File: src/pkg/dfp_defs.vh
// Constants for the drive front panel: register map, fields, timing.
`ifndef DFP_DEFS_VH
`define DFP_DEFS_VH
// ==========================================================================
// Register byte offsets
`define DFP_CTRL_OFF 12'h000
`define DFP_STATUS_OFF 12'h004
`define DFP_KEY_OFF 12'h008
`define DFP_PARAM_OFF 12'h00C
`define DFP_DISP_OFF 12'h010
`define DFP_LED_OFF 12'h014
// ==========================================================================
// Control register fields and reset value
`define DFP_CTRL_RST 32'h00000000
`define DFP_CTRL_DIR_BIT 0
`define DFP_CTRL_LOCK_BIT 1
`define DFP_CTRL_SRC_LSB 4
`define DFP_CTRL_SRC_MSB 5
`define DFP_SRC_KEYPAD 2'h2
// ==========================================================================
// Key register bits
`define DFP_KEY_FUNC 0
`define DFP_KEY_UP 1
`define DFP_KEY_DOWN 2
`define DFP_KEY_STORE 3
`define DFP_KEY_RUN 4
`define DFP_KEY_STOP 5
// ==========================================================================
// Monitor item codes
`define DFP_ITEM_FREQ 4'h1
`define DFP_ITEM_CURR 4'h2
`define DFP_ITEM_IN 4'h5
`define DFP_ITEM_OUT 4'h6
`define DFP_ITEM_SCALED 4'h7
`define DFP_ITEM_POWER 4'hE
`define DFP_ITEM_VOLT 4'hD
// ==========================================================================
// Limits and timing
`define DFP_FREQ_MAX 16'h0FA0
`define DFP_CLK_HZ 25000000
`define DFP_FILT_MS 100
`define DFP_FILT_SHIFT 4
// One filter step per sixteenth of the time constant: 156250 cycles.
`define DFP_FILT_STEP_CYC 20'h2625A
`define DFP_TICK_CYC 25000
`endif

File: src/design/dfp_seg_fmt.v
// Seven-segment digit formatter with decimal-point placement.
`timescale 1ns/1ps
`include "dfp_defs.vh"
module dfp_seg_fmt (
  // Value in
  input wire [15:0] value_i,
  input wire scaled_i,
  input wire [7:0] raw_seg_i,
  input wire raw_i,
  // Digits out, digit 3 leftmost
  output reg [31:0] seg_o
);
  // ========================================================================
  // Helpers.
  function [6:0] dfp_seg7;
    input [3:0] d;
    begin
      case (d)
        4'h0: dfp_seg7 = 7'h3F;
        4'h1: dfp_seg7 = 7'h06;
        4'h2: dfp_seg7 = 7'h5B;
        4'h3: dfp_seg7 = 7'h4F;
        4'h4: dfp_seg7 = 7'h66;
        4'h5: dfp_seg7 = 7'h6D;
        4'h6: dfp_seg7 = 7'h7D;
        4'h7: dfp_seg7 = 7'h07;
        4'h8: dfp_seg7 = 7'h7F;
        4'h9: dfp_seg7 = 7'h6F;
        default: dfp_seg7 = 7'h00;
      endcase
    end
  endfunction

  function [3:0] dfp_dig;
    input [15:0] v;
    input [15:0] div;
    reg [15:0] r;
    begin
      r = (v / div) % 16'h000A;
      dfp_dig = r[3:0];
    end
  endfunction

  reg [15:0] shown;
  reg [3:0] dp;
  // Scaled values are hundredths; sixteen bits stop at 655.35, so the
  // trailing-point and no-point ranges can never be reached here.
  // Unscaled values are tenths, like the output frequency.
  // decimal point placement
  always @* begin
    shown = value_i;
    dp = 4'h2;
    if (scaled_i && value_i <= 16'h270F) begin
      dp = 4'h4;
    end else if (scaled_i) begin
      shown = value_i / 16'h000A;
    end
  end

  always @* begin
    if (raw_i) begin
      seg_o = {8'h00, 8'h00, 8'h00, raw_seg_i};
    end else begin
      seg_o[31:24] = {dp[3], dfp_seg7(dfp_dig(shown, 16'h03E8))};
      seg_o[23:16] = {dp[2], dfp_seg7(dfp_dig(shown, 16'h0064))};
      seg_o[15:8] = {dp[1], dfp_seg7(dfp_dig(shown, 16'h000A))};
      seg_o[7:0] = {dp[0], dfp_seg7(dfp_dig(shown, 16'h0001))};
    end
  end
endmodule // dfp_seg_fmt

File: src/design/dfp_panel.v
// Drive front panel mode controller with APB register access.
// How it works
// - Run lamp lit while output enabled, dark when stopped.
// - Program lamp in edit mode, and whenever frequency monitor shows.
// - Source keypad lets up/down change target on frequency monitor.
// - Run key starts only when run-enable lit; direction from routing bit.
// - Run-enable lamp lit exactly when run key would be honoured.
// - Stop key while running ramps down at deceleration rate.
// - Stop key while tripped clears the alarm.
// - Values and codes shown on four seven-segment digits.
// - Unit lamps follow monitored item; power lights volts and amps.
// - Alarm lamp on while tripped, off once cleared.
// - Up/down step item selection or edited value.
// - Store key in program mode commits edited value to memory.
// - Last stored item becomes display default after power-up.
// - Run/stop and program/monitor are independent toggles.
// - Fault enters trip, leaves run, switches output off.
// - Run requests ignored while tripped.
// - Run-mode edits checked against low or high access level.
// - Monitor items viewable in run and stop; function key shows value.
// - Terminal status items drive one segment per terminal.
// - Output current low-pass filtered, 100 ms time constant.
// - Scaled frequency decimal point placed by magnitude.
// - Output frequency shown live from 0 to 400.0 Hz.
`timescale 1ns/1ps
`include "dfp_defs.vh"
module dfp_panel (
  // Clock and reset
  input wire clk_sys_i,
  input wire rst_i,
  // APB slave
  input wire psel_i,
  input wire penable_i,
  input wire pwrite_i,
  input wire [11:0] paddr_i,
  input wire [31:0] pwdata_i,
  output wire [31:0] prdata_o,
  output wire pready_o,
  output wire pslverr_o,
  // Keypad, one-cycle press pulses
  input wire key_func_i,
  input wire key_up_i,
  input wire key_down_i,
  input wire key_store_i,
  input wire key_run_i,
  input wire key_stop_i,
  // Drive core
  input wire fault_i,
  input wire stopped_i,
  input wire [15:0] out_freq_i,
  input wire [15:0] out_curr_i,
  input wire [15:0] scaled_freq_i,
  input wire [7:0] in_term_i,
  input wire [7:0] out_term_i,
  input wire [15:0] nvm_default_i,
  input wire edit_low_ok_i,
  input wire edit_high_ok_i,
  output reg out_enable_o,
  output reg run_fwd_o,
  output reg run_rev_o,
  output reg decel_stop_o,
  output reg [15:0] target_freq_o,
  output reg nvm_write_o,
  output reg [15:0] nvm_addr_o,
  output reg [15:0] nvm_data_o,
  // Indicators
  output reg run_led_o,
  output reg program_indicator_o,
  output reg run_enable_led_o,
  output reg alarm_led_o,
  output reg hz_led_o,
  output reg volt_led_o,
  output reg amp_led_o,
  output reg [31:0] seg_o
);
  // ========================================================================
  // Mode state.
  localparam ST_STOP = 2'h0;
  localparam ST_RUN = 2'h1;
  localparam ST_TRIP = 2'h2;

  reg [1:0] state_reg;
  reg [1:0] state_next;
  reg program_mode_flag_reg;
  reg show_value_reg;
  reg [15:0] item_reg;
  reg [15:0] edit_val_reg;
  reg edited_reg;
  reg [31:0] ctrl_reg;
  reg [7:0] key_reg;
  reg [15:0] filt_curr_reg;
  reg [19:0] filt_cnt_reg;
  reg default_loaded_reg;
  reg [31:0] rdata;
  reg [15:0] disp_val;
  reg [7:0] raw_seg;
  reg raw_sel;
  wire [31:0] fmt_seg;
  wire [19:0] filt_step_cyc;

  wire apb_wr = psel_i & penable_i & pwrite_i;
  wire apb_key = apb_wr & (paddr_i == `DFP_KEY_OFF);
  wire k_func = key_func_i | (apb_key & pwdata_i[`DFP_KEY_FUNC]);
  wire k_up = key_up_i | (apb_key & pwdata_i[`DFP_KEY_UP]);
  wire k_down = key_down_i | (apb_key & pwdata_i[`DFP_KEY_DOWN]);
  wire k_store = key_store_i | (apb_key & pwdata_i[`DFP_KEY_STORE]);
  wire k_run = key_run_i | (apb_key & pwdata_i[`DFP_KEY_RUN]);
  wire k_stop = key_stop_i | (apb_key & pwdata_i[`DFP_KEY_STOP]);
  wire dir_rev = ctrl_reg[`DFP_CTRL_DIR_BIT];
  wire lock_high = ctrl_reg[`DFP_CTRL_LOCK_BIT];
  wire [1:0] src_sel = ctrl_reg[`DFP_CTRL_SRC_MSB:`DFP_CTRL_SRC_LSB];
  wire on_freq = show_value_reg & (item_reg[3:0] == `DFP_ITEM_FREQ);
  wire freq_edit = on_freq & (src_sel == `DFP_SRC_KEYPAD);
  wire edit_ok = (state_reg != ST_RUN) |
    (lock_high ? edit_high_ok_i : edit_low_ok_i);
  wire run_ok = (state_reg == ST_STOP);

  assign filt_step_cyc = `DFP_FILT_STEP_CYC;
  assign pready_o = 1'b1;
  assign pslverr_o = 1'b0;
  assign prdata_o = rdata;

  // ========================================================================
  // Run, stop and trip transitions.
  always @* begin
    state_next = state_reg;
    case (state_reg)
      ST_STOP: begin
        if (k_run) begin
          state_next = ST_RUN;
        end
      end
      ST_RUN: begin
        if (k_stop) begin
          state_next = ST_STOP;
        end
      end
      ST_TRIP: begin
        if (k_stop) begin
          state_next = ST_STOP;
        end
      end
      default: begin
        state_next = ST_STOP;
      end
    endcase
    if (fault_i) begin
      state_next = ST_TRIP;
    end
  end

  always @(posedge clk_sys_i or posedge rst_i) begin
    if (rst_i) begin
      state_reg <= ST_STOP;
      out_enable_o <= 1'b0;
      run_fwd_o <= 1'b0;
      run_rev_o <= 1'b0;
      decel_stop_o <= 1'b0;
    end else begin
      state_reg <= state_next;
      run_fwd_o <= 1'b0;
      run_rev_o <= 1'b0;
      decel_stop_o <= 1'b0;
      if (state_reg == ST_STOP && state_next == ST_RUN) begin
        run_fwd_o <= ~dir_rev;
        run_rev_o <= dir_rev;
        out_enable_o <= 1'b1;
      end
      if (state_reg == ST_RUN && state_next == ST_STOP) begin
        decel_stop_o <= 1'b1;
      end
      // Output drops once the core reports standstill after the ramp.
      if (state_reg == ST_STOP && state_next != ST_RUN && stopped_i) begin
        out_enable_o <= 1'b0;
      end
      if (state_next == ST_TRIP) begin
        out_enable_o <= 1'b0;
      end
      if (state_reg == ST_TRIP) begin
        out_enable_o <= 1'b0;
      end
    end
  end

  // ========================================================================
  // Navigation, editing and store.
  always @(posedge clk_sys_i or posedge rst_i) begin
    if (rst_i) begin
      program_mode_flag_reg <= 1'b0;
      show_value_reg <= 1'b0;
      item_reg <= 16'h0000;
      edit_val_reg <= 16'h0000;
      edited_reg <= 1'b0;
      target_freq_o <= 16'h0000;
      nvm_write_o <= 1'b0;
      nvm_addr_o <= 16'h0000;
      nvm_data_o <= 16'h0000;
      default_loaded_reg <= 1'b0;
    end else begin
      nvm_write_o <= 1'b0;
      if (!default_loaded_reg) begin
        default_loaded_reg <= 1'b1;
        item_reg <= nvm_default_i;
      end else if (k_func) begin
        show_value_reg <= ~show_value_reg;
        program_mode_flag_reg <= ~show_value_reg &
          (item_reg[15:12] != 4'hD);
        edited_reg <= 1'b0;
        edit_val_reg <= 16'h0000;
      end else if (freq_edit && (k_up || k_down)) begin
        if (k_up && target_freq_o < `DFP_FREQ_MAX) begin
          target_freq_o <= target_freq_o + 16'h0001;
        end else if (k_down && target_freq_o != 16'h0000) begin
          target_freq_o <= target_freq_o - 16'h0001;
        end
      end else if (program_mode_flag_reg && edit_ok) begin
        if (k_up) begin
          edit_val_reg <= edit_val_reg + 16'h0001;
          edited_reg <= 1'b1;
        end else if (k_down) begin
          edit_val_reg <= edit_val_reg - 16'h0001;
          edited_reg <= 1'b1;
        end else if (k_store && edited_reg) begin
          nvm_write_o <= 1'b1;
          nvm_addr_o <= item_reg;
          nvm_data_o <= edit_val_reg;
          edited_reg <= 1'b0;
        end
      end else if (!show_value_reg) begin
        if (k_up) begin
          item_reg <= item_reg + 16'h0001;
        end else if (k_down) begin
          item_reg <= item_reg - 16'h0001;
        end
      end
    end
  end

  // ========================================================================
  // Current filter: first-order step every sixteenth of the time constant.
  // The shift trades settling accuracy for a cheap, multiplier-free update.
  // current low pass
  always @(posedge clk_sys_i or posedge rst_i) begin
    if (rst_i) begin
      filt_curr_reg <= 16'h0000;
      filt_cnt_reg <= 20'h00000;
    end else if (filt_cnt_reg >= filt_step_cyc - 20'h00001) begin
      filt_cnt_reg <= 20'h00000;
      filt_curr_reg <= filt_curr_reg -
        (filt_curr_reg >> `DFP_FILT_SHIFT) +
        (out_curr_i >> `DFP_FILT_SHIFT);
    end else begin
      filt_cnt_reg <= filt_cnt_reg + 20'h00001;
    end
  end

  // ========================================================================
  // Display source selection.
  always @* begin
    disp_val = item_reg;
    raw_seg = 8'h00;
    raw_sel = 1'b0;
    if (show_value_reg) begin
      if (program_mode_flag_reg) begin
        disp_val = edit_val_reg;
      end else begin
        case (item_reg[3:0])
          `DFP_ITEM_FREQ: disp_val = out_freq_i;
          `DFP_ITEM_CURR: disp_val = filt_curr_reg;
          `DFP_ITEM_SCALED: disp_val = scaled_freq_i;
          `DFP_ITEM_IN: begin
            raw_sel = 1'b1;
            raw_seg = in_term_i;
          end
          `DFP_ITEM_OUT: begin
            raw_sel = 1'b1;
            raw_seg = out_term_i;
          end
          default: disp_val = item_reg;
        endcase
      end
    end
  end

  dfp_seg_fmt u_fmt (
    .value_i(disp_val),
    .scaled_i(show_value_reg & ~program_mode_flag_reg &
      (item_reg[3:0] == `DFP_ITEM_SCALED)),
    .raw_seg_i(raw_seg),
    .raw_i(raw_sel),
    .seg_o(fmt_seg)
  );

  // ========================================================================
  // Indicators, registered.
  always @(posedge clk_sys_i or posedge rst_i) begin
    if (rst_i) begin
      run_led_o <= 1'b0;
      program_indicator_o <= 1'b0;
      run_enable_led_o <= 1'b0;
      alarm_led_o <= 1'b0;
      hz_led_o <= 1'b0;
      volt_led_o <= 1'b0;
      amp_led_o <= 1'b0;
      seg_o <= 32'h00000000;
    end else begin
      run_led_o <= out_enable_o;
      program_indicator_o <= program_mode_flag_reg | on_freq;
      run_enable_led_o <= run_ok;
      alarm_led_o <= (state_reg == ST_TRIP);
      seg_o <= fmt_seg;
      hz_led_o <= show_value_reg & (item_reg[3:0] == `DFP_ITEM_FREQ);
      volt_led_o <= show_value_reg & ((item_reg[3:0] == `DFP_ITEM_VOLT) |
        (item_reg[3:0] == `DFP_ITEM_POWER));
      amp_led_o <= show_value_reg & ((item_reg[3:0] == `DFP_ITEM_CURR) |
        (item_reg[3:0] == `DFP_ITEM_POWER));
    end
  end

  // ========================================================================
  // APB registers: zero wait states, unmapped reads return zero.
  always @(posedge clk_sys_i or posedge rst_i) begin
    if (rst_i) begin
      ctrl_reg <= `DFP_CTRL_RST;
      key_reg <= 8'h00;
    end else begin
      if (apb_wr && paddr_i == `DFP_CTRL_OFF) begin
        ctrl_reg <= pwdata_i & 32'h00000033;
      end
      if (apb_key) begin
        key_reg <= pwdata_i[7:0] & 8'h3F;
      end
    end
  end

  always @* begin
    rdata = 32'h00000000;
    if (paddr_i == `DFP_CTRL_OFF) begin
      rdata = ctrl_reg;
    end else if (paddr_i == `DFP_STATUS_OFF) begin
      rdata = {26'h0000000, edited_reg, show_value_reg,
        program_mode_flag_reg, out_enable_o, state_reg};
    end else if (paddr_i == `DFP_KEY_OFF) begin
      rdata = {24'h000000, key_reg};
    end else if (paddr_i == `DFP_PARAM_OFF) begin
      rdata = {edit_val_reg, item_reg};
    end else if (paddr_i == `DFP_DISP_OFF) begin
      rdata = seg_o;
    end else if (paddr_i == `DFP_LED_OFF) begin
      rdata = {16'h0000, target_freq_o[7:0], 1'b0, amp_led_o, volt_led_o,
        hz_led_o, alarm_led_o, run_enable_led_o, program_indicator_o,
        run_led_o};
    end
  end
endmodule // dfp_panel

File: config.mk
export PLATFORM = sky130hd
export DESIGN_NAME = dfp_panel
export DESIGN_NICKNAME = d
export VERILOG_FILES = /design/src/design/dfp_seg_fmt.v /design/src/design/dfp_panel.v
export VERILOG_INCLUDE_DIRS = /design/src /design/src/pkg
export SDC_FILE = /design/constraint.sdc
export NUM_CORES = 1
export LEC_CHECK = 0
export BUFFER_PORTS_ARGS = -buffer_cell sky130_fd_sc_hd__buf_4
export CAP_MARGIN = 0
export CELL_PAD_IN_SITES_DETAIL_PLACEMENT = 1
export CELL_PAD_IN_SITES_GLOBAL_PLACEMENT = 1
export CORE_MARGIN = 5
export CORE_UTILIZATION = 44
export DETAILED_ROUTE_END_ITERATION = 12
export PLACE_DENSITY = 0.83
export SLEW_MARGIN = 0
export SYNTH_ARGS = -nofsm -noshare
export SYNTH_HDL_FRONTEND = slang
export SYNTH_SLANG_ARGS = --single-unit
File: constraint.sdc
create_clock -name clk_sys_i -period 11.4 [get_ports clk_sys_i]
set_input_delay 0.57 -clock clk_sys_i [delete_from_list [all_inputs] [get_ports clk_sys_i]]
set_output_delay 0.57 -clock clk_sys_i [all_outputs]
set_load 0.02 [all_outputs]
* After elaboration in Yosys (flattened, before gate mapping)
Memory sizes are Yosys's and may differ from the RTL's.
Cells that the tools add are included.
** Storage, ports and cells
- Register bits after elaboration :: 176
- Latch bits :: 0
- RAM bits :: 0
- ROM bits :: 448
- Bits of input ports :: 139
- Output and inout port bits :: 126
- Word-level logic and storage cells :: 198
- Memories kept :: 4
** Cells by class
- Add/sub/neg operators :: 9
- Multipliers :: 0
- Div/mod/pow operators :: 8
- Magnitude comparators :: 3
- Eq/ne operators :: 26
- Shifts and indexed selects :: 0
- Muxes and demuxes :: 59
- Bitwise logic cells :: 33
- Reductions and logical operators :: 29
** Memories
- (name not given) :: words 16, bits a word 7, rd ports 1, clocked after Yosys merged registers in 0, write ports 0, line dfp_seg_fmt.v:18 : case (d)
- (name not given) :: words 16, bits a word 7, rd ports 1, clocked after Yosys merged registers in 0, write ports 0, line dfp_seg_fmt.v:18
- (name not given) :: words 16, bits a word 7, rd ports 1, clocked after Yosys merged registers in 0, write ports 0, line dfp_seg_fmt.v:18
- (name not given) :: words 16, bits a word 7, rd ports 1, clocked after Yosys merged registers in 0, write ports 0, line dfp_seg_fmt.v:18
** Operators by type and width (count)
- $mux 16 :: 19
- $mux 32 :: 5
- $mod 16x4->16 const B :: 4
- $add 16x1->16 const B :: 3
- $pmux 16 s3 :: 1
- $sub 16x1->16 const B :: 3
- $div 16x4->16 const B :: 2
- $mux 31 :: 1
- $eq 12x4->1 const B :: 2
- $eq 12x5->1 const B :: 2
- $mux 1 :: 24
- $add 20x1->20 const B :: 1
- $ge 20x18->1 const B :: 1
- $mux 20 :: 1
- $add 16x12->16 :: 1
- $and 1x1->1 :: 16
- $div 16x10->16 const B :: 1
- $div 16x7->16 const B :: 1
- $le 16x14->1 const B :: 1
- $lt 16x12->1 const B :: 1
- $mux 8 :: 2
- $pmux 8 s2 :: 1
- $reduce_bool 16->1 :: 1
- $sub 16x12->16 :: 1
- other kinds (28) :: 72

* Logic depth before layout (Yosys ltp)
Gate-level depths: netlist of the first run.
- Word-level depth :: 14
- Depth in mapped cells :: 48
- Mapped depth without buffers :: 40

* By module
From an unflattened synthesis of the first run, not the netlist that was laid out.
** Second synthesis, totals
- Cells, all modules :: 2494
- Area, all modules :: 20163.1 µm²
** By module, submodules not included
- dfp_panel :: instances 1, cells each 1210, area each 11486.0 µm²
- dfp_seg_fmt :: instances 1, cells each 1284, area each 8677.1 µm²

* Worst setup path after synthesis of the first run
OpenSTA, ideal clock, no wires.
- Path kind :: reg2reg
- From :: register item_reg[0]
- To :: register seg_o[20]
- Library setup time :: 132 ps
- Data arrival time :: 8568 ps
- Setup slack :: 2700 ps
- Stages on the path, launching flop included :: 42
- Period minus slack after synthesis :: 8700 ps
- Cells stage by stage :: dfrtp_1 buf_4 buf_6 and4b_1 buf_2 a21oi_1 o21ai_1 a32oi_2 nand4_1 a311o_2 clkinv_2 nor2_4 a211oi_4 a31oi_4 o22ai_2 buf_2 a31o_1 a221oi_2 (+6 left out) o21ai_4 a2bb2oi_1 and3_1 buf_6 inv_4 maj3_1 a21o_2 inv_2 mux2i_1 o211ai_1 o221a_2 o311a_1 mux2i_2 inv_1 ha_1 mux2_1 a22oi_1 nor2_1
** On the way
- Longest elaborated chain between the ends :: 11
- Elaborated cells on any way between the ends :: 22
- Those cells by class :: div (3); order compare (1); eq/ne (5); mux (9); bitwise (1); reduce/logical (2); memory (1)
** RTL lines
- start: declaration :: line dfp_panel.v:86 : reg [15:0] item_reg;
- start signal: assignment :: line dfp_panel.v:203 : item_reg <= nvm_default_i;
- start signal: assignment :: line dfp_panel.v:231 : item_reg <= item_reg + 16'h0001;
- start signal: assignment :: line dfp_panel.v:233 : item_reg <= item_reg - 16'h0001;
- $eq 4x3->1, or another cell as far along :: line dfp_panel.v:267 : case (item_reg[3:0])
- $pmux 16 s3 :: line dfp_panel.v:267
- $mux 16 :: line dfp_panel.v:264 : if (program_mode_flag_reg) begin
- $mux 16 :: line dfp_panel.v:263 : if (show_value_reg) begin
- $div 16x4->16 / $le 16x14->1 (equally long branches) :: line dfp_seg_fmt.v:56, dfp_seg_fmt.v:53
- $mux 16 / $logic_and 1x1->1 (equally long branches) :: line dfp_seg_fmt.v:55, dfp_seg_fmt.v:53
- $mux 16 :: line dfp_seg_fmt.v:53 : if (scaled_i && value_i <= 16'h270F) begin
- $div 16x7->16 :: line dfp_seg_fmt.v:39 : r = (v / div) % 16'h000A;
- $mod 16x4->16 :: line dfp_seg_fmt.v:39
- $mem_v2 16x7
- $mux 31 (*) :: line dfp_seg_fmt.v:61 : if (raw_i) begin
- via fmt_seg[20] :: line dfp_panel.v:98 : wire [31:0] fmt_seg;
- end signal: assignment :: line dfp_panel.v:311 : seg_o <= fmt_seg;
- end: declaration :: line dfp_panel.v:74 : output reg [31:0] seg_o
The timed path passes the listed nets; every way through them passes the cells marked *.
A chain may end at the register's enable or synchronous reset.

* Final worst setup path of the first run
- From :: register show_value_reg
- To :: register seg_o[20]
** On the way
- Longest elaborated chain between the ends :: 8
- Elaborated cells on any way between the ends :: 13
- Those cells by class :: div (3); order compare (1); mux (5); bitwise (2); reduce/logical (1); memory (1)
** RTL lines
- start: declaration :: line dfp_panel.v:85 : reg show_value_reg;
- start signal: assignment :: line dfp_panel.v:205 : show_value_reg <= ~show_value_reg;
- $mux 16 / $and 1x1->1 (equally long branches) :: line dfp_panel.v:263, dfp_panel.v:287
- $div 16x4->16, or another cell as far along :: line dfp_seg_fmt.v:56 : shown = value_i / 16'h000A;
- $mux 16 / $logic_and 1x1->1 (equally long branches) :: line dfp_seg_fmt.v:55, dfp_seg_fmt.v:53
- $mux 16 :: line dfp_seg_fmt.v:53
- $div 16x7->16 :: line dfp_seg_fmt.v:39
- $mod 16x4->16 :: line dfp_seg_fmt.v:39
- $mem_v2 16x7
- $mux 31 (*) :: line dfp_seg_fmt.v:61
- via fmt_seg[20] :: line dfp_panel.v:98
Marks and branches as above.

==> results of run 1 <==
## timing repair
| action | 4_1_cts | 5_1_grt |
|---|---|---|
| endpoints found under the setup margin | 0 | 28 |
| buffers inserted | 0 | 6 |
| resized for setup | 0 | 13 |
| hold endpoints to repair | 0 | 0 |
## cell type report
cell class / count / area [sq um]
diodes: 2 / 5.00
inverters: 165 / 631
multi-input cells: 1997 / 13500
clock inverters: 14 / 150
flip-flops and latches: 175 / 4380
well taps: 585 / 732
clock buffers: 18 / 439
repair buffers: 312 / 2340
fillers: 5380 / 20800
## worst min path at each step
stage                      from           end  slack [ns]  depth (start not counted)
floorplan           ctrl_reg[0]     run_fwd_o        0.43                          1
global placement    ctrl_reg[0]     run_fwd_o        0.45                          1
detailed placement  ctrl_reg[0]     run_fwd_o        0.45                          1
CTS                     fault_i  state_reg[0]        0.29                          2
global route            fault_i  state_reg[0]        0.30                          2
finish                    rst_i  decel_stop_o        0.27                          2
## cells in the mapped netlist, drive strengths merged, types with 8 or more instances
cell / instances / share of area [%]
xor2: 30 / 1.4
o31ai: 19 / 0.87
a21oi: 196 / 5.4
o21a: 15 / 0.59
o221ai: 12 / 0.55
nor3b: 11 / 0.46
a2111oi: 9 / 0.52
nand3: 61 / 1.6
o22ai: 27 / 0.98
a221oi: 18 / 0.92
a211oi: 32 / 1.7
a31oi: 31 / 1.1
maj3: 11 / 0.59
or3: 19 / 0.65
a22oi: 24 / 1.0
nor2: 234 / 4.7
clkbuf: 65 / 1.3
xnor2: 100 / 4.7
and3b: 8 / 0.37
nor2b: 11 / 0.36
mux2: 22 / 1.3
a22o: 38 / 1.7
nor4: 17 / 0.67
or2: 16 / 0.52
inv: 159 / 3.2
o22a: 12 / 0.56
fa: 15 / 1.6
o21ai: 158 / 4.2
nand4: 22 / 0.72
a211o: 12 / 0.56
mux2i: 48 / 2.6
o211ai: 27 / 1.1
and3: 21 / 0.69
ha: 103 / 6.8
buf: 64 / 1.9
nand2: 274 / 5.4
a222oi: 13 / 0.68
o32ai: 8 / 0.49
o21bai: 35 / 1.4
nand2b: 23 / 0.79
nor3: 78 / 2.2
dfrtp: 175 / 23
a21o: 43 / 1.7
and2: 25 / 0.82
a311oi: 8 / 0.47
## layer usage
metal  share of wire [%]  global-route usage, %  wire length [um]  up-vias
met5                   0                      0                 0        -
met4                 4.1                   13.0              3120        0
met3                 6.0                   4.77              4560      171
met2                  49                   53.6             37200      748
met1                  41                   39.1             31500    10300
li1                    -                      -                 -     9393
## per-stage QoR
stage,instances,cell area [sq um],utilization (%)
final,3268,22200,51.7
after CTS,3260,22100,51.5
after global placement,3228,21500,50.1
after detailed placement,3228,21500,50.1
after floorplan,2466,19100,-
after global routing,3268,22200,51.7
## worst register-to-register path, delay by kind of cell (launching register included)
kind                       cells  cell delay [ns]
DFF                            1             0.68
AOI/OAI and AO/OA             13             4.39
xor gates and xnor gates       1             0.37
buffers and inverters          6             1.11
adders and majority gates      3             0.83
and+or+nand+nor                9             1.92
muxes                          4             1.39
## cell families after synthesis
| group | count (synthesis) |
|---|---|
| AND/OR/NAND/NOR | 847 |
| XOR/XNOR | 130 |
| flip-flops | 175 |
| adder cells (fa/ha/maj) | 129 |
| AO/OA/AOI/OAI | 815 |
| other | 2 |
| buffers and inverters | 294 |
| multiplexers | 70 |
==> reports/results.tsv, run 1 <==
stage	metric	value	unit
run_status	outcome	finished, final reports clean	
die	fp.dieH	218	um
critical_path	cp_max_fo	20	
clock_network	cts.sink_count	175	
placed_design	place_ws	0.377	ns
global_route	grt_max_degree	105	
clock_network	cts_buffer_depth	2	
sta	worst_slew_pin_slew	1.34	ns
sta	fin_skew	0.0156	ns
critical_path	arrival	11.18	ns
sta	setup_viol	0	
finish	area_growth_syn_to_layout	16.4	%
sta	fmax	0.0921	GHz
sta	slew_headroom	10.2	%
drt	ant_nets	0	
sta	min_period_over_period	95.2	%
clock_network	htree_levels	4	
placed_design	dp_hpwl	59.6	mm
clock_network	insertion_delay	0.50	ns
finish	drive_above_1_share	17.8	%
logic_synthesis	ys_warn_count	0	
drt	dr_total_vias	20600	
clock_network	cts_made_buffers	17	
critical_path	rrSetupSlack	0.55	ns
logic_synthesis	synth_cell_types	129	
finish	final_common_cell	buf_4	
critical_path	max_stage_delay	0.68	ns
drt	wirelength	76.4	mm
sta	tns	0	ns
critical_path	crit_family	compound AO/OA/AOI/OAI gates	
critical_path	cp-end-kind	register	
logic_synthesis	synth_flop_cell	dfrtp_1	
logic_synthesis	synth_xor_area_share	6.04	%
clock_network	clk_pin_slew	0.08	ns
logic_synthesis	synth_top_family_by_area	compound AO/OA/AOI/OAI gates	
sta	setup_ws	0.547	ns
sta	final-hold-violation-count	0	
logic_synthesis	syn_area	19100	sq um
drt	drt-initial-drc-count	1722	
critical_path	crit_type	register to register	
logic_synthesis	synth_fa_ha_area_share	8.92	%
logic_synthesis	yosysSeqAreaShare	22.9	%
global_route	track_usage	31.2	%
sta	hold-worst-slack	0.266	ns
critical_path	r2r-start	show_value_reg	
drt	drc	0	
job	maxCapViolations	0	
critical_path	startpoint	show_value_reg	
critical_path	cp-endpoint	seg_o[20]	
finish	layout_common_cells	312 x buf_4, 273 x nand2_1, 228 x nor2_1, 186 x a21oi_1, 172 x dfrtp_1	
logic_synthesis	synth.mux.area_fraction	3.85	%
drt	drtPass1Iterations	7	
die	dieWidth	218	um
critical_path	required	11.73	ns
drt	wl_per_cell	23.4	um
sta	rsz0062_at_grt	no	
placed_design	portBuffers	231	
critical_path	crit_path_start_kind	register	
hold_path	hp-class	input pin to asynchronous set/reset pin	
global_route	grt_overflow	0	
critical_path	critPathSlowestCell	dfrtp_1	
sta	slew_viol_final	0	
finish	num-nets-final	2925	
logic_synthesis	synth_edf_count	0	
critical_path	r2r_end	seg_o[20]	
logic_synthesis	netlist_instances	2462	
critical_path	path_buf_inv	6	
clock_network	clock-root-buffer	clkbuf_16	
die	core	43000	sq um
critical_path	cp.depth	36	
logic_synthesis	synth_compound_gate_area_share	30.4	%
logic_synthesis	synthArstFlopShare	100	%
sta	post-route-min-period	10.85	ns
drt	viasPerCell	6.31	
global_route	grt_pass1_vias	21100	
critical_path	reg2reg_depth	36	
critical_path	cp_common_cell	nor2_1	
clock_network	cts_tree	done	
finish	largest_reg_flops	31	
die	ios	265	
global_route	antenna_found_initial	2	
die	fp.dieArea	47600	sq um
logic_synthesis	synthSimpleGateAreaFrac	21.3	%
placed_design	gp_congestion	0.963	
clock_network	cts_hold_buf	0	
logic_synthesis	ys_ff_latch	175	
die	start_util	44.4	%
global_route	grt_pass1_wl	119	mm
die	num_rows	76	
logic_synthesis	syn_avg_cell_area	7.75	sq um
Power of run 1 is not shown: default switching activity piles up to over one toggle a cycle in this logic, so the estimate is an artifact.
==> run 2: changes to the inputs <==
--- a/config.mk
+++ b/config.mk
@@ -10,6 +10,7 @@
 export CAP_MARGIN = 0
 export CELL_PAD_IN_SITES_DETAIL_PLACEMENT = 1
 export CELL_PAD_IN_SITES_GLOBAL_PLACEMENT = 1
+export CORE_ASPECT_RATIO = 0.8
 export CORE_MARGIN = 5
 export CORE_UTILIZATION = 44
 export DETAILED_ROUTE_END_ITERATION = 12
==> reports/results.tsv, run 2 (synthesis results as in run 1) <==
stage	metric	value	unit
run_status	outcome	finished, final reports clean	
finish	finalNonFillerCells	3240	
global_route	grt_pass1_wl	120	mm
finish	multi_input_area	13500	sq um
drt	drc	0	
critical_path	crit_type	register to register	
sta	tns	0	ns
job	maxCapViolations	0	
global_route	grt_max_degree	75	
clock_network	clock-root-buffer	clkbuf_16	
die	core	43100	sq um
clock_network	cts_buffer_depth	2	
die	fp.dieArea	47700	sq um
sta	slew_viol_final	0	
die	start_util	44.3	%
sta	fmax	0.0934	GHz
critical_path	crit_path_start_kind	register	
clock_network	post_cts_buffers	0	
critical_path	cp_common_cell	mux2i_1	
sta	final-hold-violation-count	0	
critical_path	r2r_end	seg_o[12]	
critical_path	r2r-start	item_reg[0]	
global_route	track_usage	31.1	%
drt	ant_nets	0	
critical_path	rrSetupSlack	0.69	ns
critical_path	reg2reg_depth	38	
drt	dr_total_vias	20800	
clock_network	htree_levels	4	
placed_design	portBuffers	231	
critical_path	arrival	11.06	ns
clock_network	cts_made_buffers	17	
hold_path	hp-class	input pin to asynchronous set/reset pin	
critical_path	startpoint	item_reg[0]	
finish	largest_reg_flops	31	
placed_design	dp_hpwl	58.2	mm
drt	wl_per_cell	23.7	um
die	num_rows	68	
placed_design	gp_congestion	0.941	
critical_path	critPathSlowestCell	dfrtp_2	
global_route	grt_overflow	0	
clock_network	insertion_delay	0.47	ns
die	ios	265	
finish	n_fill_cell	5299	
drt	drtPass1Iterations	6	
drt	drt-initial-drc-count	1817	
finish	register_area	4380	sq um
critical_path	cp-end-kind	register	
sta	worst_slew_pin_slew	1.29	ns
drt	viasPerCell	6.42	
placed_design	dp.cells	3206	
drt	wirelength	76.8	mm
sta	slew_headroom	13.6	%
critical_path	required	11.75	ns
clock_network	cts_tree	done	
critical_path	max_stage_delay	0.63	ns
die	fp.dieH	196	um
sta	setup_viol	0	
sta	rsz0062_at_grt	no	
global_route	antenna_found_initial	2	
finish	num-nets-final	2923	
sta	fin_skew	0.0208	ns
sta	min_period_over_period	93.9	%
die	dieWidth	243	um
finish	layout_common_cells	309 x buf_4, 273 x nand2_1, 230 x nor2_1, 186 x a21oi_1, 173 x dfrtp_1	
finish	area_growth_syn_to_layout	16.2	%
sta	post-route-min-period	10.71	ns
clock_network	cts.sink_count	175	
clock_network	clk_pin_slew	0.09	ns
finish	drive_above_1_share	17.6	%
global_route	grt_pass1_vias	21400	
critical_path	cp_max_fo	24	
clock_network	cts_hold_buf	0	
finish	final_common_cell	buf_4	
## run 2: cell types whose count changed in the layout (fill, tap and decap cells not counted), sizes merged
cell / before / now
buf: 312 / 309
bufinv: 1 / 0
clkbuf: 18 / 17
clkinv: 9 / 15
clkinvlp: 4 / 0
diode: 2 / 1
nor2: 234 / 235
## run 2: through the flow
step                area [sq um]  hold slack [ns]  setup slack, ns  util (%)
finish                     22200            0.114            0.691      51.5
global route               22200            0.142           0.0571      51.5
CTS                        22100            0.114            0.368      51.4
detailed placement         21500            0.469            0.418      50.0
global placement           21500            0.445            0.834      50.0
floorplan                  19100            0.426             2.70         -
## run 2: critical path: cells and delay by family (launching register included)
kind            cells  cell delay (ns)
compound gates     19             5.58
buf+inv             6             1.03
xor+xnor            1             0.20
fa+ha+maj           1             0.24
mux                 3             0.44
flops               1             0.63
simple gates        8             2.45
## run 2: worst max-delay path by stage
stage / to / slack (ns) / depth (start not counted)
3_5_place_dp: seg_o[29] / 0.42 / 36
3_3_place_gp: seg_o[19] / 0.83 / 35
4_1_cts: seg_o[29] / 0.37 / 36
6_report: seg_o[12] / 0.69 / 38
2_1_floorplan: seg_o[20] / 2.70 / 41
5_1_grt: seg_o[19] / 0.06 / 37
## run 2: layer usage
metal	up-vias	global-route usage [%]	part of all wire (%)
met4	0	9.60	3.0
met2	820	51.2	46
met5	-	0	0
met1	10400	41.3	43
li1	9390	-	-
met3	164	6.54	7.9
## run 2: repair_timing
item / CTS / global route
endpoints found under the hold margin: 0 / 0
endpoints found under the setup margin: 0 / 25
resized for setup: 0 / 7
## run 2: area by class of cell
class,count,area share [%]
clock inverter,15,0.773
clock buffer,17,1.92
sequential,175,19.8
multi-input combinational,1998,61.1
inverter,165,2.84
timing repair buffer,309,10.5
antenna,1,0.0113
tap,560,3.16
Power of run 2 is left out for the same reason.
==> run 3: changes to the inputs <==
--- a/config.mk
+++ b/config.mk
@@ -11,10 +11,11 @@
 export CELL_PAD_IN_SITES_DETAIL_PLACEMENT = 1
 export CELL_PAD_IN_SITES_GLOBAL_PLACEMENT = 1
 export CORE_ASPECT_RATIO = 0.8
-export CORE_MARGIN = 5
-export CORE_UTILIZATION = 44
+export CORE_UTILIZATION = 45
+export CTS_BUF_LIST = sky130_fd_sc_hd__clkbuf_4 sky130_fd_sc_hd__clkbuf_8
 export DETAILED_ROUTE_END_ITERATION = 12
-export PLACE_DENSITY = 0.83
+export GPL_TIMING_DRIVEN = 0
+export PLACE_DENSITY = 0.85
 export SLEW_MARGIN = 0
 export SYNTH_ARGS = -nofsm -noshare
 export SYNTH_HDL_FRONTEND = slang
==> reports/results.tsv, run 3 (synthesis results as in run 1) <==
stage	metric	value	unit
sta	fin_skew	0.0166	ns
global_route	grt_max_degree	94	
die	core	41800	sq um
clock_network	clock-root-buffer	clkbuf_8	
sta	worst_slew_pin_slew	1.32	ns
drt	wirelength	77.1	mm
sta	slew_headroom	11.5	%
finish	area_growth_syn_to_layout	15.7	%
critical_path	critPathSlowestCell	a2111o_1	
finish	n_fill_cell	5229	
finish	num-nets-final	2979	
clock_network	insertion_delay	0.52	ns
global_route	grt_pass1_wl	119	mm
finish	layout_common_cells	273 x nand2_1, 247 x buf_4, 231 x nor2_1, 184 x a21oi_1, 175 x dfrtp_1	
clock_network	cts_made_buffers	17	
placed_design	dp_hpwl	60.5	mm
run_status	outcome	finished, final reports clean	
sta	post-route-min-period	10.78	ns
clock_network	cts_tree	done	
drt	viasPerCell	6.41	
finish	final_cell_area	22100	sq um
sta	slew_viol_final	0	
drt	drt-initial-drc-count	2019	
finish	register_area	4380	sq um
clock_network	cts.sink_count	175	
global_route	grt_overflow	0	
sta	rsz0062_at_grt	no	
finish	drive_above_1_share	16.7	%
sta	final-hold-violation-count	0	
hold_path	hp-class	input pin to asynchronous set/reset pin	
placed_design	portBuffers	229	
sta	fmax	0.0928	GHz
finish	final_common_cell	nand2_1	
die	start_util	45.6	%
drt	dr_total_vias	21100	
clock_network	cts_buffer_depth	2	
die	fp.dieArea	43200	sq um
finish	largest_reg_flops	31	
placed_design	placed_area	21600	sq um
drt	ant_nets	0	
die	num_rows	67	
critical_path	arrival	11.24	ns
clock_network	htree_levels	4	
global_route	grt_pass1_vias	21100	
critical_path	max_stage_delay	0.59	ns
critical_path	crit_path_start_kind	register	
sta	setup_viol	0	
drt	wl_per_cell	23.4	um
drt	drtPass1Iterations	5	
sta	tns	0	ns
placed_design	gp_congestion	0.966	
clock_network	cts_hold_buf	0	
drt	drc	0	
global_route	track_usage	35.1	%
critical_path	crit_type	register to register	
die	fp.dieH	186	um
global_route	antenna_found_initial	2	
critical_path	cp_max_fo	10	
finish	multi_input_area	13600	sq um
die	dieWidth	232	um
die	ios	265	
clock_network	clk_pin_slew	0.11	ns
job	maxCapViolations	0	
critical_path	cp-end-kind	register	
critical_path	required	11.87	ns
sta	min_period_over_period	94.5	%
## run 3: changes by cell type in the layout (fill, tap and decap cells not counted), moves of 3 or more
| cell | change |
|---|---|
| clkinv_4 | -4 |
| buf_4 | -62 |
| clkbuf_2 | +3 |
| buf_2 | +39 |
| clkbuf_1 | +62 |
| buf_6 | +5 |
| clkinvlp_4 | +5 |
| clkbuf_16 | -17 |
| buf_1 | +9 |
| a21oi_2 | +3 |
| clkbuf_8 | +18 |
## run 3: worst max-delay path: cells and delay by family, from the launching register on
| family | cells | cell delay [ns] |
|---|---|---|
| xor gates and xnor gates | 1 | 0.24 |
| and+or+nand+nor | 13 | 3.36 |
| muxes | 3 | 0.60 |
| adders and majority gates | 2 | 0.42 |
| AOI/OAI and AO/OA | 16 | 4.25 |
| buffers and inverters | 8 | 1.47 |
| DFF | 1 | 0.33 |
## run 3: cell type report
class | count | share of cell area (%)
Inverter | 165 | 2.88
Sequential cell | 175 | 19.8
Clock buffer | 18 | 1.12
Antenna cell | 1 | 0.0113
Clock inverter | 14 | 0.691
Multi-Input combinational cell | 1997 | 61.4
Buffer | 129 | 2.79
Timing Repair Buffer | 237 | 8.15
Tap cell | 552 | 3.13
## run 3: metrics by stage
| stage | instances | worst slack [ns] | utilization [%] | hold WS, ns |
|---|---|---|---|---|
| 6_report | 3288 | 0.624 | 52.8 | 0.110 |
| 4_1_cts | 3281 | 0.195 | 52.5 | 0.120 |
| 3_5_place_dp | 3249 | 0.310 | 51.5 | 0.453 |
| 2_1_floorplan | 2466 | 2.70 | - | 0.426 |
| 5_1_grt | 3287 | 0.00418 | 52.8 | 0.137 |
| 3_3_place_gp | 3247 | 0.653 | 51.4 | 0.454 |
## run 3: worst paths after layout
kind,start,end,slack (ns),depth (start not counted)
setup / recovery,show_value_reg,seg_o[12],0.62,43
hold / removal,rst_i,filt_cnt_reg[8],0.11,2
setup reg to reg,show_value_reg,seg_o[12],0.62,43
hold reg to reg,ctrl_reg[0],run_fwd_o,0.47,1
max in group asynchronous,rst_i,target_freq_o[2],10.36,3
min in group clk_sys_i,fault_i,state_reg[0],0.27,2
## run 3: layer usage
metal | up-vias | global-route usage, % | share of wire [%]
met2 | 858 | 56.6 | 45
met4 | 0 | 9.82 | 2.4
met1 | 10600 | 47.3 | 44
li1 | 9507 | - | -
met3 | 138 | 7.64 | 8.4
met5 | - | 0 | 0
## run 3: what timing repair did
item | 4_1_cts | 5_1_grt
resized for setup | 0 | 20
buffers inserted | 0 | 5
endpoints found under the setup margin | 0 | 27
Power of run 3 is left out for the same reason.
